--- src/core/ude_pkg.sv ---
// Constants, types and register map of the USB device event flag block.
// Assumes one 50 MHz clock and an AXI4-Lite master on the register side.
// Behaviour
// - Enable-set view: one enables, zero ignored.
// - Unused enable and flag bits read zero.
// - Writing one clears a flag; zero ignored.
// - LPM ACK and suspend sets bit 9.
// - LPM NYET answer sets bit 8.
// - IN-stage memory underflow sets bit 7.
// - Sending upstream resume sets bit 6.
// - Host resume end sets bit 5.
// - Filtered non-idle wake sets bit 4.
// - End of bus reset sets bit 3.
// - Start-of-frame sets bit 2, stores frame number.
// - Idle J for 3 ms sets bit 0.
// - Summary is read-only live endpoint pending bits.
// - Config byte at 0x100 plus 0x20 per endpoint.
// - Enable-clear view: one disables; views read same.
// - Direction type codes zero to five, six-seven reserved.
// - Bus reset clears types except endpoint zero.
package ude_pkg;

  localparam int NUM_EP      = 8;
  localparam int IRQ_W       = 16;
  localparam int SUMMARY_W   = 16;
  localparam int ADDR_W      = 12;
  localparam int FRAME_NUM_W = 11;

  localparam logic [ADDR_W-1:0] OFF_FRAME_NUM  = 12'h010;
  localparam logic [ADDR_W-1:0] OFF_EN_CLR     = 12'h014;
  localparam logic [ADDR_W-1:0] OFF_EN_SET     = 12'h018;
  localparam logic [ADDR_W-1:0] OFF_FLAGS      = 12'h01c;
  localparam logic [ADDR_W-1:0] OFF_SUMMARY    = 12'h020;
  localparam logic [ADDR_W-1:0] OFF_EPCFG_BASE = 12'h100;
  localparam logic [ADDR_W-1:0] EPCFG_SPAN     = 12'h100;

  localparam int BIT_SUSPEND  = 0;
  localparam int BIT_SOF      = 2;
  localparam int BIT_BUS_RST  = 3;
  localparam int BIT_WAKE     = 4;
  localparam int BIT_HOST_RSM = 5;
  localparam int BIT_UP_RSM   = 6;
  localparam int BIT_UNDERRUN = 7;
  localparam int BIT_LPM_NYET = 8;
  localparam int BIT_LPM_ACK  = 9;

  localparam logic [IRQ_W-1:0] IRQ_VALID_MASK = 16'h03fd;
  localparam logic [IRQ_W-1:0] ENABLE_RST     = 16'h0000;
  localparam logic [IRQ_W-1:0] FLAGS_RST      = 16'h0000;
  localparam logic [7:0]       EPCFG_RST      = 8'h00;
  localparam logic [7:0]       EPCFG_MASK     = 8'h77;

  localparam int CLK_FREQ_KHZ        = 50000;
  localparam int SUSPEND_IDLE_MS     = 3;
  localparam int SUSPEND_IDLE_CYCLES = SUSPEND_IDLE_MS * CLK_FREQ_KHZ;
  localparam int WAKE_FILTER_CYCLES  = 4;

  localparam logic [1:0] RESP_OKAY   = 2'b00;
  localparam logic [1:0] RESP_SLVERR = 2'b10;

  typedef enum logic [2:0] {
    EP_DISABLED    = 3'h0,
    EP_CONTROL     = 3'h1,
    EP_ISOCHRONOUS = 3'h2,
    EP_BULK        = 3'h3,
    EP_INTERRUPT   = 3'h4,
    EP_DUAL_BANK   = 3'h5,
    EP_RSVD6       = 3'h6,
    EP_RSVD7       = 3'h7
  } ude_ep_type_t;

  typedef struct packed {
    logic         rsvdHi;
    ude_ep_type_t inDirType;
    logic         rsvdLo;
    ude_ep_type_t outDirType;
  } ude_ep_cfg_t;

  typedef struct packed {
    logic lpmAckSuspended;
    logic lpmNotYetAnswered;
    logic memoryUnderflowError;
    logic remoteResumeSent;
    logic hostResumeDone;
  } ude_events_t;

  typedef struct packed {
    logic [ADDR_W-1:0] addr;
    logic [31:0]       data;
    logic [3:0]        strb;
  } ude_wreq_t;

endpackage

--- src/core/ude_sync2.sv ---
// Two-flop synchroniser for one level.
// Assumes the input is asynchronous to mclk.
`timescale 1ns/100ps
`default_nettype none
module ude_sync2
  import ude_pkg::*;
(
  input  wire logic mclk,
  input  wire logic rst,
  input  wire logic asyncIn,
  output logic      syncOut
);
  logic meta_r;

  always_ff @(posedge mclk)
  begin
    if (rst)
    begin
      meta_r  <= 1'b0;
      syncOut <= 1'b0;
    end
    else
    begin
      meta_r  <= asyncIn;
      syncOut <= meta_r;
    end
  end
endmodule
`default_nettype wire

--- src/core/ude_axil_slave.sv ---
// AXI4-Lite slave front end: one write and one read in flight.
// Assumes decode and read data are answered combinationally by the parent.
`timescale 1ns/100ps
`default_nettype none
module ude_axil_slave
  import ude_pkg::*;
(
  input  wire logic              mclk,
  input  wire logic              rst,
  input  wire logic [ADDR_W-1:0] awaddr,
  input  wire logic              awvalid,
  output logic                   awready,
  input  wire logic [31:0]       wdata,
  input  wire logic [3:0]        wstrb,
  input  wire logic              wvalid,
  output logic                   wready,
  output logic [1:0]             bresp,
  output logic                   bvalid,
  input  wire logic              bready,
  input  wire logic [ADDR_W-1:0] araddr,
  input  wire logic              arvalid,
  output logic                   arready,
  output logic [31:0]            rdata,
  output logic [1:0]             rresp,
  output logic                   rvalid,
  input  wire logic              rready,
  output ude_pkg::ude_wreq_t     wrReq,
  output logic                   wrEn,
  input  wire logic              wrErr,
  output logic [ADDR_W-1:0]      rdAddr,
  input  wire logic [31:0]       rdData,
  input  wire logic              rdErr
);
  logic awHeld_r;
  logic wHeld_r;

  assign awready = ~awHeld_r;
  assign wready  = ~wHeld_r;
  assign arready = ~rvalid;
  assign rdAddr  = araddr;
  assign wrEn    = awHeld_r & wHeld_r & ~bvalid;

  always_ff @(posedge mclk)
  begin
    if (rst)
    begin
      awHeld_r <= 1'b0;
      wHeld_r  <= 1'b0;
      wrReq    <= '0;
      bvalid   <= 1'b0;
      bresp    <= RESP_OKAY;
      rvalid   <= 1'b0;
      rdata    <= '0;
      rresp    <= RESP_OKAY;
    end
    else
    begin
      if (awvalid && awready)
      begin
        awHeld_r   <= 1'b1;
        wrReq.addr <= awaddr;
      end
      else if (wrEn)
        awHeld_r <= 1'b0;
      if (wvalid && wready)
      begin
        wHeld_r    <= 1'b1;
        wrReq.data <= wdata;
        wrReq.strb <= wstrb;
      end
      else if (wrEn)
        wHeld_r <= 1'b0;
      if (wrEn)
      begin
        bvalid <= 1'b1;
        bresp  <= wrErr ? RESP_SLVERR : RESP_OKAY;
      end
      else if (bready)
        bvalid <= 1'b0;
      if (arvalid && arready)
      begin
        rvalid <= 1'b1;
        rdata  <= rdData;
        rresp  <= rdErr ? RESP_SLVERR : RESP_OKAY;
      end
      else if (rready)
        rvalid <= 1'b0;
    end
  end
endmodule
`default_nettype wire

--- src/core/ude_event_flags.sv ---
// Device event flags, interrupt enables, endpoint summary and endpoint
// configuration bytes of a full-speed USB device controller.
// Assumes event strobes come from the packet engine on mclk; the idle-J
// line indication comes from a pin and is synchronised here.
// Wake-up is only filtered while the link is suspended.
//
// Decided for this implementation: the AXI4-Lite interface to the registers.
`timescale 1ns/100ps
`default_nettype none
module ude_event_flags
  import ude_pkg::*;
#(
  parameter int unsigned SUSPEND_CYCLES = SUSPEND_IDLE_CYCLES
)
(
  input  wire logic                   mclk,
  input  wire logic                   rst,
  input  wire logic [ADDR_W-1:0]      awaddr,
  input  wire logic                   awvalid,
  output logic                        awready,
  input  wire logic [31:0]            wdata,
  input  wire logic [3:0]             wstrb,
  input  wire logic                   wvalid,
  output logic                        wready,
  output logic [1:0]                  bresp,
  output logic                        bvalid,
  input  wire logic                   bready,
  input  wire logic [ADDR_W-1:0]      araddr,
  input  wire logic                   arvalid,
  output logic                        arready,
  output logic [31:0]                 rdata,
  output logic [1:0]                  rresp,
  output logic                        rvalid,
  input  wire logic                   rready,
  input  wire ude_pkg::ude_events_t   devEvents,
  input  wire logic                   sofDetected,
  input  wire logic [FRAME_NUM_W-1:0] sofFrameNum,
  input  wire logic                   busResetActive,
  input  wire logic                   lineIdleJ,
  input  wire logic [SUMMARY_W-1:0]   epPendingBits,
  output ude_pkg::ude_ep_cfg_t        epConfig [NUM_EP],
  output logic [FRAME_NUM_W-1:0]      frameNumber,
  output logic                        linkSuspended,
  output logic                        irq
);

  typedef enum logic {
    LINK_ACTIVE,
    LINK_SUSPENDED
  } ude_link_state_t;

  localparam logic [17:0] SUSP_LAST = 18'(SUSPEND_CYCLES - 1);
  localparam logic [2:0]  WAKE_LAST = 3'(WAKE_FILTER_CYCLES - 1);

  // Bus front end
  ude_wreq_t         wrReq;
  logic              wrEn;
  logic              wrErr;
  logic [ADDR_W-1:0] rdAddr;
  logic [31:0]       rdData;
  logic              rdErr;

  ude_axil_slave u_axil
  (
    .mclk    (mclk),
    .rst     (rst),
    .awaddr  (awaddr),
    .awvalid (awvalid),
    .awready (awready),
    .wdata   (wdata),
    .wstrb   (wstrb),
    .wvalid  (wvalid),
    .wready  (wready),
    .bresp   (bresp),
    .bvalid  (bvalid),
    .bready  (bready),
    .araddr  (araddr),
    .arvalid (arvalid),
    .arready (arready),
    .rdata   (rdata),
    .rresp   (rresp),
    .rvalid  (rvalid),
    .rready  (rready),
    .wrReq   (wrReq),
    .wrEn    (wrEn),
    .wrErr   (wrErr),
    .rdAddr  (rdAddr),
    .rdData  (rdData),
    .rdErr   (rdErr)
  );

  // Idle-J pin into the clock domain
  logic idleJ;

  ude_sync2 u_sync_idle
  (
    .mclk    (mclk),
    .rst     (rst),
    .asyncIn (lineIdleJ),
    .syncOut (idleJ)
  );

  // State
  logic [IRQ_W-1:0]       enable_r;
  logic [IRQ_W-1:0]       enable_nxt;
  logic [IRQ_W-1:0]       flags_r;
  logic [IRQ_W-1:0]       flags_nxt;
  logic [SUMMARY_W-1:0]   summary_r;
  logic [FRAME_NUM_W-1:0] frame_r;
  logic                   busRstDly_r;
  logic [17:0]            idleCnt_r;
  logic [17:0]            idleCnt_nxt;
  logic [2:0]             wakeCnt_r;
  logic [2:0]             wakeCnt_nxt;
  ude_link_state_t        link_r;
  ude_link_state_t        link_nxt;
  ude_ep_cfg_t            cfg_r   [NUM_EP];
  ude_ep_cfg_t            cfg_nxt [NUM_EP];
  logic                   suspendEv;
  logic                   wakeEv;

  // Write decode
  logic [ADDR_W-1:0] cfgOff;
  logic [2:0]        wrIdx;
  logic              wrCfgRange;
  logic              wrHitEnClr;
  logic              wrHitEnSet;
  logic              wrHitFlags;
  logic              wrHitRo;
  logic              wrHitCfg;
  logic [IRQ_W-1:0]  wrBits;
  logic [7:0]        wrByte;

  assign cfgOff     = wrReq.addr - OFF_EPCFG_BASE;
  assign wrIdx      = cfgOff[7:5];
  assign wrCfgRange = (wrReq.addr >= OFF_EPCFG_BASE) && (cfgOff < EPCFG_SPAN)
                      && (cfgOff[4:0] == 5'h00);
  assign wrHitEnClr = wrReq.addr == OFF_EN_CLR;
  assign wrHitEnSet = wrReq.addr == OFF_EN_SET;
  assign wrHitFlags = wrReq.addr == OFF_FLAGS;
  assign wrHitRo    = (wrReq.addr == OFF_SUMMARY) || (wrReq.addr == OFF_FRAME_NUM);
  assign wrHitCfg   = wrCfgRange;
  assign wrErr      = ~(wrHitEnClr | wrHitEnSet | wrHitFlags | wrHitRo | wrHitCfg);
  assign wrBits     = {wrReq.data[15:8] & {8{wrReq.strb[1]}},
                       wrReq.data[7:0] & {8{wrReq.strb[0]}}}
                      & IRQ_VALID_MASK;
  assign wrByte     = wrReq.data[7:0] & {8{wrReq.strb[0]}} & EPCFG_MASK;

  // Enable registers: one set, one clear view
  logic [IRQ_W-1:0] setMask;
  logic [IRQ_W-1:0] clrMask;

  assign setMask    = (wrEn && wrHitEnSet) ? wrBits : '0;
  assign clrMask    = (wrEn && wrHitEnClr) ? wrBits : '0;
  assign enable_nxt = ((enable_r | setMask) & ~clrMask) & IRQ_VALID_MASK;

  // Hardware events
  logic [IRQ_W-1:0] evSet;
  logic [IRQ_W-1:0] flagClr;
  logic             busRstDoneEv;

  assign busRstDoneEv = busRstDly_r & ~busResetActive;

  always_comb
  begin
    evSet               = '0;
    evSet[BIT_LPM_ACK]  = devEvents.lpmAckSuspended;
    evSet[BIT_LPM_NYET] = devEvents.lpmNotYetAnswered;
    evSet[BIT_UNDERRUN] = devEvents.memoryUnderflowError;
    evSet[BIT_UP_RSM]   = devEvents.remoteResumeSent;
    evSet[BIT_HOST_RSM] = devEvents.hostResumeDone;
    evSet[BIT_WAKE]     = wakeEv;
    evSet[BIT_BUS_RST]  = busRstDoneEv;
    evSet[BIT_SOF]      = sofDetected;
    evSet[BIT_SUSPEND]  = suspendEv;
  end

  // A same-cycle event outlives a software clear
  assign flagClr   = (wrEn && wrHitFlags) ? wrBits : '0;
  assign flags_nxt = ((flags_r & ~flagClr) | evSet) & IRQ_VALID_MASK;

  // Suspend detection and filtered wake-up
  always_comb
  begin
    link_nxt    = link_r;
    idleCnt_nxt = '0;
    wakeCnt_nxt = '0;
    suspendEv   = 1'b0;
    wakeEv      = 1'b0;
    unique case (link_r)
      LINK_ACTIVE:
      begin
        if (devEvents.lpmAckSuspended)
          link_nxt = LINK_SUSPENDED;
        else if (idleJ && !busResetActive)
        begin
          if (idleCnt_r == SUSP_LAST)
          begin
            suspendEv = 1'b1;
            link_nxt  = LINK_SUSPENDED;
          end
          else
            idleCnt_nxt = idleCnt_r + 18'h00001;
        end
      end
      LINK_SUSPENDED:
      begin
        if (!idleJ)
        begin
          if (wakeCnt_r == WAKE_LAST)
          begin
            wakeEv   = 1'b1;
            link_nxt = LINK_ACTIVE;
          end
          else
            wakeCnt_nxt = wakeCnt_r + 3'h1;
        end
      end
    endcase
  end

  // Endpoint configuration bytes
  always_comb
  begin
    for (int i = 0; i < NUM_EP; i++)
    begin
      cfg_nxt[i] = cfg_r[i];
      if (wrEn && wrHitCfg && (wrIdx == 3'(i)))
        cfg_nxt[i] = ude_ep_cfg_t'(wrByte);
      if (busResetActive && (i != 0))
        cfg_nxt[i] = ude_ep_cfg_t'(EPCFG_RST);
    end
  end

  // Interrupt enables and event flags
  always_ff @(posedge mclk)
  begin
    if (rst)
    begin
      enable_r <= ENABLE_RST;
      flags_r  <= FLAGS_RST;
    end
    else
    begin
      enable_r <= enable_nxt;
      flags_r  <= flags_nxt;
    end
  end

  // Level interrupt, registered together with the flags
  always_ff @(posedge mclk)
  begin
    if (rst)
    begin
      irq <= 1'b0;
    end
    else
    begin
      irq <= |(flags_nxt & enable_nxt);
    end
  end

  // Frame number and endpoint summary copies
  always_ff @(posedge mclk)
  begin
    if (rst)
    begin
      summary_r <= '0;
      frame_r   <= '0;
    end
    else
    begin
      summary_r <= epPendingBits;
      if (sofDetected)
        frame_r <= sofFrameNum;
    end
  end

  // Link state, idle and wake counters, bus reset edge
  always_ff @(posedge mclk)
  begin
    if (rst)
    begin
      busRstDly_r <= 1'b0;
      idleCnt_r   <= '0;
      wakeCnt_r   <= '0;
      link_r      <= LINK_ACTIVE;
    end
    else
    begin
      busRstDly_r <= busResetActive;
      idleCnt_r   <= idleCnt_nxt;
      wakeCnt_r   <= wakeCnt_nxt;
      link_r      <= link_nxt;
    end
  end

  always_ff @(posedge mclk)
  begin
    for (int i = 0; i < NUM_EP; i++)
    begin
      if (rst)
        cfg_r[i] <= ude_ep_cfg_t'(EPCFG_RST);
      else
        cfg_r[i] <= cfg_nxt[i];
    end
  end

  // Read decode
  logic [ADDR_W-1:0] rdOff;
  logic [2:0]        rdIdx;
  logic              rdHitEn;
  logic              rdHitFlags;
  logic              rdHitSummary;
  logic              rdHitFrame;
  logic              rdHitCfg;
  logic [7:0]        rdCfgByte;

  assign rdOff        = rdAddr - OFF_EPCFG_BASE;
  assign rdIdx        = rdOff[7:5];
  assign rdHitEn      = (rdAddr == OFF_EN_SET) || (rdAddr == OFF_EN_CLR);
  assign rdHitFlags   = rdAddr == OFF_FLAGS;
  assign rdHitSummary = rdAddr == OFF_SUMMARY;
  assign rdHitFrame   = rdAddr == OFF_FRAME_NUM;
  assign rdHitCfg     = (rdAddr >= OFF_EPCFG_BASE) && (rdOff < EPCFG_SPAN)
                        && (rdOff[4:0] == 5'h00);
  assign rdCfgByte    = 8'(cfg_r[rdIdx]) & EPCFG_MASK;
  assign rdErr        = ~(rdHitEn | rdHitFlags | rdHitSummary | rdHitFrame | rdHitCfg);
  assign rdData       = rdHitEn      ? {16'h0000, enable_r & IRQ_VALID_MASK} :
                        rdHitFlags   ? {16'h0000, flags_r & IRQ_VALID_MASK} :
                        rdHitSummary ? {16'h0000, summary_r} :
                        rdHitFrame   ? {21'h000000, frame_r} :
                        rdHitCfg     ? {24'h000000, rdCfgByte} :
                        32'h00000000;

  // Outputs
  assign frameNumber   = frame_r;
  assign linkSuspended = link_r == LINK_SUSPENDED;

  always_comb
  begin
    for (int i = 0; i < NUM_EP; i++)
      epConfig[i] = cfg_r[i];
  end

endmodule
`default_nettype wire

--- config.mk ---
export PLATFORM = sky130hd
export DESIGN_NAME = ude_event_flags
export DESIGN_NICKNAME = d
export VERILOG_FILES = /design/src/core/ude_pkg.sv /design/src/core/ude_sync2.sv /design/src/core/ude_axil_slave.sv /design/src/core/ude_event_flags.sv
export SDC_FILE = /design/constraint.sdc
export NUM_CORES = 1
export LEC_CHECK = 0
export BUFFER_PORTS_ARGS = -buffer_cell sky130_fd_sc_hd__buf_2
export CORE_UTILIZATION = 58
export DETAILED_ROUTE_END_ITERATION = 6
export PLACE_DENSITY = 0.86
export SYNTH_ARGS = -nofsm -noshare
export SYNTH_HDL_FRONTEND = slang
export SYNTH_HIERARCHICAL = 1
export SYNTH_SLANG_ARGS = --single-unit
export TNS_END_PERCENT = 5
--- constraint.sdc ---
create_clock -name mclk -period 6 [get_ports mclk]
set_input_delay 0.6 -clock mclk [delete_from_list [all_inputs] [get_ports mclk]]
set_output_delay 0.6 -clock mclk [all_outputs]
set_load 0.01 [all_outputs]
### Yosys cells after proc, flatten, opt, wreduce, memory -nomap -nowiden

Memory sizes are Yosys's and may differ from the RTL's.
Cells that the tools add are included.
Widths: inputs -> output; s select.

* equality and inequality tests: 19
* $lt $le $gt $ge: 4
* divide/modulo/power cells: 0
* $mul: 0
* shift operators: 0
* reductions and logical operators: 33
* $add $sub $neg: 4
* mux-type cells: 54
* bitwise gates (word level): 35

Operators with widths (count)
* $mux 8: 23
* $eq 12x5->1 const B: 8
* $mux 16: 3
* $and 10x10->10: 3
* $mux 10: 3
* $eq 12x6->1 const B: 2
* $ge 12x9->1 const B: 2
* $lt 12x9->1 const B: 2
* $sub 12x9->12 const B: 2
* $logic_and 1x1->1: 20
* $mux 1: 20
* $not 10->10: 2
* $or 10x10->10: 2
* $add 18x1->18 const B: 1
* $eq 18x18->1 const B: 1
* $or 1x1->1: 16
* $reduce_or 16->1: 1
* $eq 3x3->1 const B: 4
* $mux 11: 1
* $logic_not 5->1: 2
* $eq 3x2->1 const B: 3
* $and 8x8->8: 1
* $reduce_bool 2->1: 4
* $mux 7: 1
* 12 further kinds: 22

* input bits: 102
* bits in read-only memories: 0
* memory bits (writable): 64
* flip-flop bits (word level): 135
* memories kept: 1
* bits in latches: 0
* output and inout bits: 118

Memory list
* cfg_r: words 8, width 8, rd ports 9, clocked after Yosys merged registers in 0, wr ports 8, RTL line ude_event_flags.sv:117 `ude_ep_cfg_t cfg_r [NUM_EP];`

### Depth between registers and ports, before layout

* depth in word-level cells: 9
* depth in mapped cells: 11
* depth with buffers taken out: 8

### Cells and area by module

The synthesis kept the hierarchy.

By module, submodules not included
* ude_event_flags: instances 1, area each 5596.6 µm², cells each 606, seq. area each 2342.2 µm²
* ude_axil_slave: instances 1, area each 3225.6 µm², cells each 394, seq. area each 1721.7 µm²
* ude_sync2: instances 1, area each 52.6 µm², cells each 4, seq. area each 40.0 µm²

### Worst setup path before layout

Ideal clock, no wire load.

* kind: input to register
* start point: input port araddr[5]
* end point: register u_axil.rdata[5]
* setup time: 0.132 ns
* stages on the path: 9
* data required time: 5.868 ns
* data arrival time: 2.112 ns
* path slack: 3.756 ns
* path through: buf_4 -> buf_2 -> buf_2 -> mux4_2 -> mux2i_1 -> o21ai_0 -> a22o_1 -> nand2_1 -> a21oi_1

* word-level cells in the longest chain between the ends: 9
* elaborated cells on any way between the ends: 17

RTL lines
* start, declared: RTL line ude_event_flags.sv:28 `input wire logic [ADDR_W-1:0] araddr,`
* $sub 12x9->12: RTL line ude_event_flags.sv:319 `assign rdOff = rdAddr - OFF_EPCFG_BASE;`
* $lt 12x9->1: RTL line ude_event_flags.sv:325 `assign rdHitCfg = (rdAddr >= OFF_EPCFG_BASE) && (rdOff < EPCFG_SPAN)`
* $logic_and 1x1->1: RTL line ude_event_flags.sv:325
* $logic_and 1x1->1: RTL line ude_event_flags.sv:326 `&& (rdOff[4:0] == 5'h00);`
* $mux 7: RTL line ude_event_flags.sv:333 `rdHitCfg ? {24'h000000, rdCfgByte} :`
* $mux 11: RTL line ude_event_flags.sv:332 `rdHitFrame ? {21'h000000, frame_r} :`
* $mux 16: RTL line ude_event_flags.sv:331 `rdHitSummary ? {16'h0000, summary_r} :`
* $mux 16: RTL line ude_event_flags.sv:330 `rdHitFlags ? {16'h0000, flags_r & IRQ_VALID_MASK} :`
* $mux 16 *: RTL line ude_event_flags.sv:329 `assign rdData = rdHitEn ? {16'h0000, enable_r & IRQ_VALID_MASK} :`
* net rdData[5]: RTL line ude_event_flags.sv:60 `logic [31:0] rdData;`
* end signal, assigned: RTL line ude_axil_slave.sv:83 `rdata <= rdData;`
* end, declared: RTL line ude_axil_slave.sv:23 `output logic [31:0] rdata,`

Mark *: on every way through the listed nets, which the timed path passes. The rest lies on a longest branch.
A chain may end at the register's enable or synchronous reset.

### Final worst setup path

* start point: input port araddr[6]
* end point: register u_axil.rdata[2]

The elaborated chain is that of the path after synthesis.

==> impl_metrics.json <==
{
  "fin_hold_ws_ns": 0.383,
  "cts_setup_buffers": 0,
  "coreArea_mm2": 0.0133,
  "die_area_mm2": 0.0142,
  "place_ws_ns": 3.00,
  "seqCellArea_mm2": 0.00362,
  "dp_hpwl_um": 13600,
  "clockBufferDepth": 2,
  "rr_worst_depth": 7,
  "grt_pass1_wl_um": 30600,
  "clock-root-buffer": "clkbuf_16",
  "finalSetupTns_ns": 0,
  "vias": 6794,
  "cp-start-kind": "input port",
  "cts-resized-gates": 0,
  "clock_skew_ns": 0.00886,
  "fin_cells": 1237,
  "grt_use_total_pct": 27.3,
  "finalHoldViolations": 0,
  "min_period_ns": 2.69,
  "postLayoutCellArea_mm2": 0.00934,
  "relSlewSlack_pct": 16.6,
  "rows": 42,
  "multi_input_area_mm2": 0.00391,
  "setup-violations-final": 0,
  "p_leak_nw": 3.92,
  "area_delta_synth_final_pct": 17.0,
  "hold_path_class": "input port to flip-flop",
  "clk_pin_slew_ns": 0.06,
  "critPathRequiredTime_ns": 6.35,
  "die_width_um": 119,
  "dp_cells": 1205,
  "post_drt_wl_per_cell_um": 15.9,
  "drv_cap": 0,
  "drtPass1Iterations": 6,
  "num_io_pins": 220,
  "min_path_cells": 2,
  "crit_type": "input port to flip-flop",
  "end_kind": "flip-flop",
  "p_per_area_mw_per_mm2": 280,
  "place.port_buffers": 177,
  "antenna_found_initial": 0,
  "path_max_fanout": 13,
  "h-tree-depth": 4,
  "rsz0062_at_grt": "no",
  "outcome": "finished clean",
  "final_max_slew_viol_count": 0,
  "drt_iter0_drc": 525,
  "synth_warnings": 6,
  "cp_data_arrival_time_ns": 3.04,
  "cts_tree": "yes",
  "numClockSinks": 181,
  "cts_buffers": 17,
  "routed_via_density": 5.49,
  "die_h_um": 119,
  "clk_latency_ns": 0.43,
  "fillerInstances": 1075,
  "syn_area_per_cell_um2": 8.84,
  "placed_area_mm2": 0.00872,
  "tightest_slew_ns": 1.25,
  "antenna_cells": 0,
  "overflow": 0,
  "initial_core_util_pct": 59.8,
  "route.detailed.drc": 0,
  "drt_wl_total_um": 19600,
  "final_cell_mix": "dfxtp_1 (181), buf_2 (176), nand2_1 (172), nor2_1 (92), a21oi_1 (72)",
  "fin_crit_sh_pct": 44.9,
  "vdd_drop_max_mv": 0.193,
  "final_nets": 1153,
  "grt_max_degree": 93,
  "syn-cell-area_mm2": 0.00798,
  "final_common_cell": "dfxtp_1",
  "grt_pass1_vias": 6063,
  "place_congestion": 0.872,
  "worst_slack_ns": 3.31,
  "postCtsHoldBufs": 0,
  "drtAntennaViolNets": 0,
  "drive_above_1_share_pct": 23.4,
  "fmax_ghz": 0.371,
  "synth_cells": 903
}
registers in the layout, summed over array words and instances (netlist names), 3 cells and up:
| register | count |
|---|---|
| u_axil/wrReq | 24 |
| wakeCnt_r | 3 |
| idleCnt_r | 18 |
| frameNumber | 11 |
| cfg_r | 48 |
| u_axil/rdata | 32 |
| flags_r | 9 |
| summary_r | 16 |
| enable_r | 9 |
report_power, final:
| part | switching (mW) | total [mW] | leakage, nW | internal (mW) |
|---|---|---|---|---|
| Clock | 0.465 | 1.17 | 0.300 | 0.709 |
| Combinational | 0.108 | 0.177 | 2.15 | 0.0682 |
| Sequential | 0.0288 | 1.26 | 1.48 | 1.24 |
stage by stage:
stage               total power, mW  util [%]
detailed placement             1.47      65.3
finish                         2.61      70.0
CTS                            2.62      70.0
floorplan                      1.42         -
global placement               1.46      65.3
global route                   2.70      70.0
path summary, 6_finish.rpt:
| path | startpoint | endpoint | slack, ns |
|---|---|---|---|
| worst max register to register | u_axil/wHeld_r$_SDFFE_PP0P_ | irq$_SDFF_PP0_ | 3.36 |
| worst min-delay path | epPendingBits[11] | summary_r[11]$_SDFF_PP0_ | 0.38 |
| worst min register to register | wakeCnt_r[0]$_SDFF_PP0_ | wakeCnt_r[0]$_SDFF_PP0_ | 0.44 |
| worst max-delay path | araddr[6] | u_axil/rdata[2]$_SDFFE_PP0P_ | 3.31 |
layer usage:
| layer | track usage, % | vias to the layer above | part of all wire (%) |
|---|---|---|---|
| met4 | 9.14 | 0 | 1.7 |
| met5 | 0 | - | 0 |
| li1 | - | 3270 | - |
| met2 | 43.8 | 265 | 47 |
| met3 | 5.89 | 32 | 7.1 |
| met1 | 36.6 | 3227 | 44 |
critical path: stages:
cell and delay [ns]:
buf_2 0.22, nor2_1 0.23, nand3_1 0.22, nor4_2 0.93, a222oi_1 0.17, o21ai_0 0.24
a22o_1 0.22, nand2_1 0.06, a21oi_1 0.14
cell type report:
class | instances | area share, %
clock buffers | 20 | 4.78
inverters | 14 | 0.562
clock inverters | 12 | 1.89
multi-input cells | 654 | 41.9
repair buffers | 180 | 9.75
well taps | 176 | 2.36
flip-flops and latches | 181 | 38.8
Power figures use the tool's default switching activity.
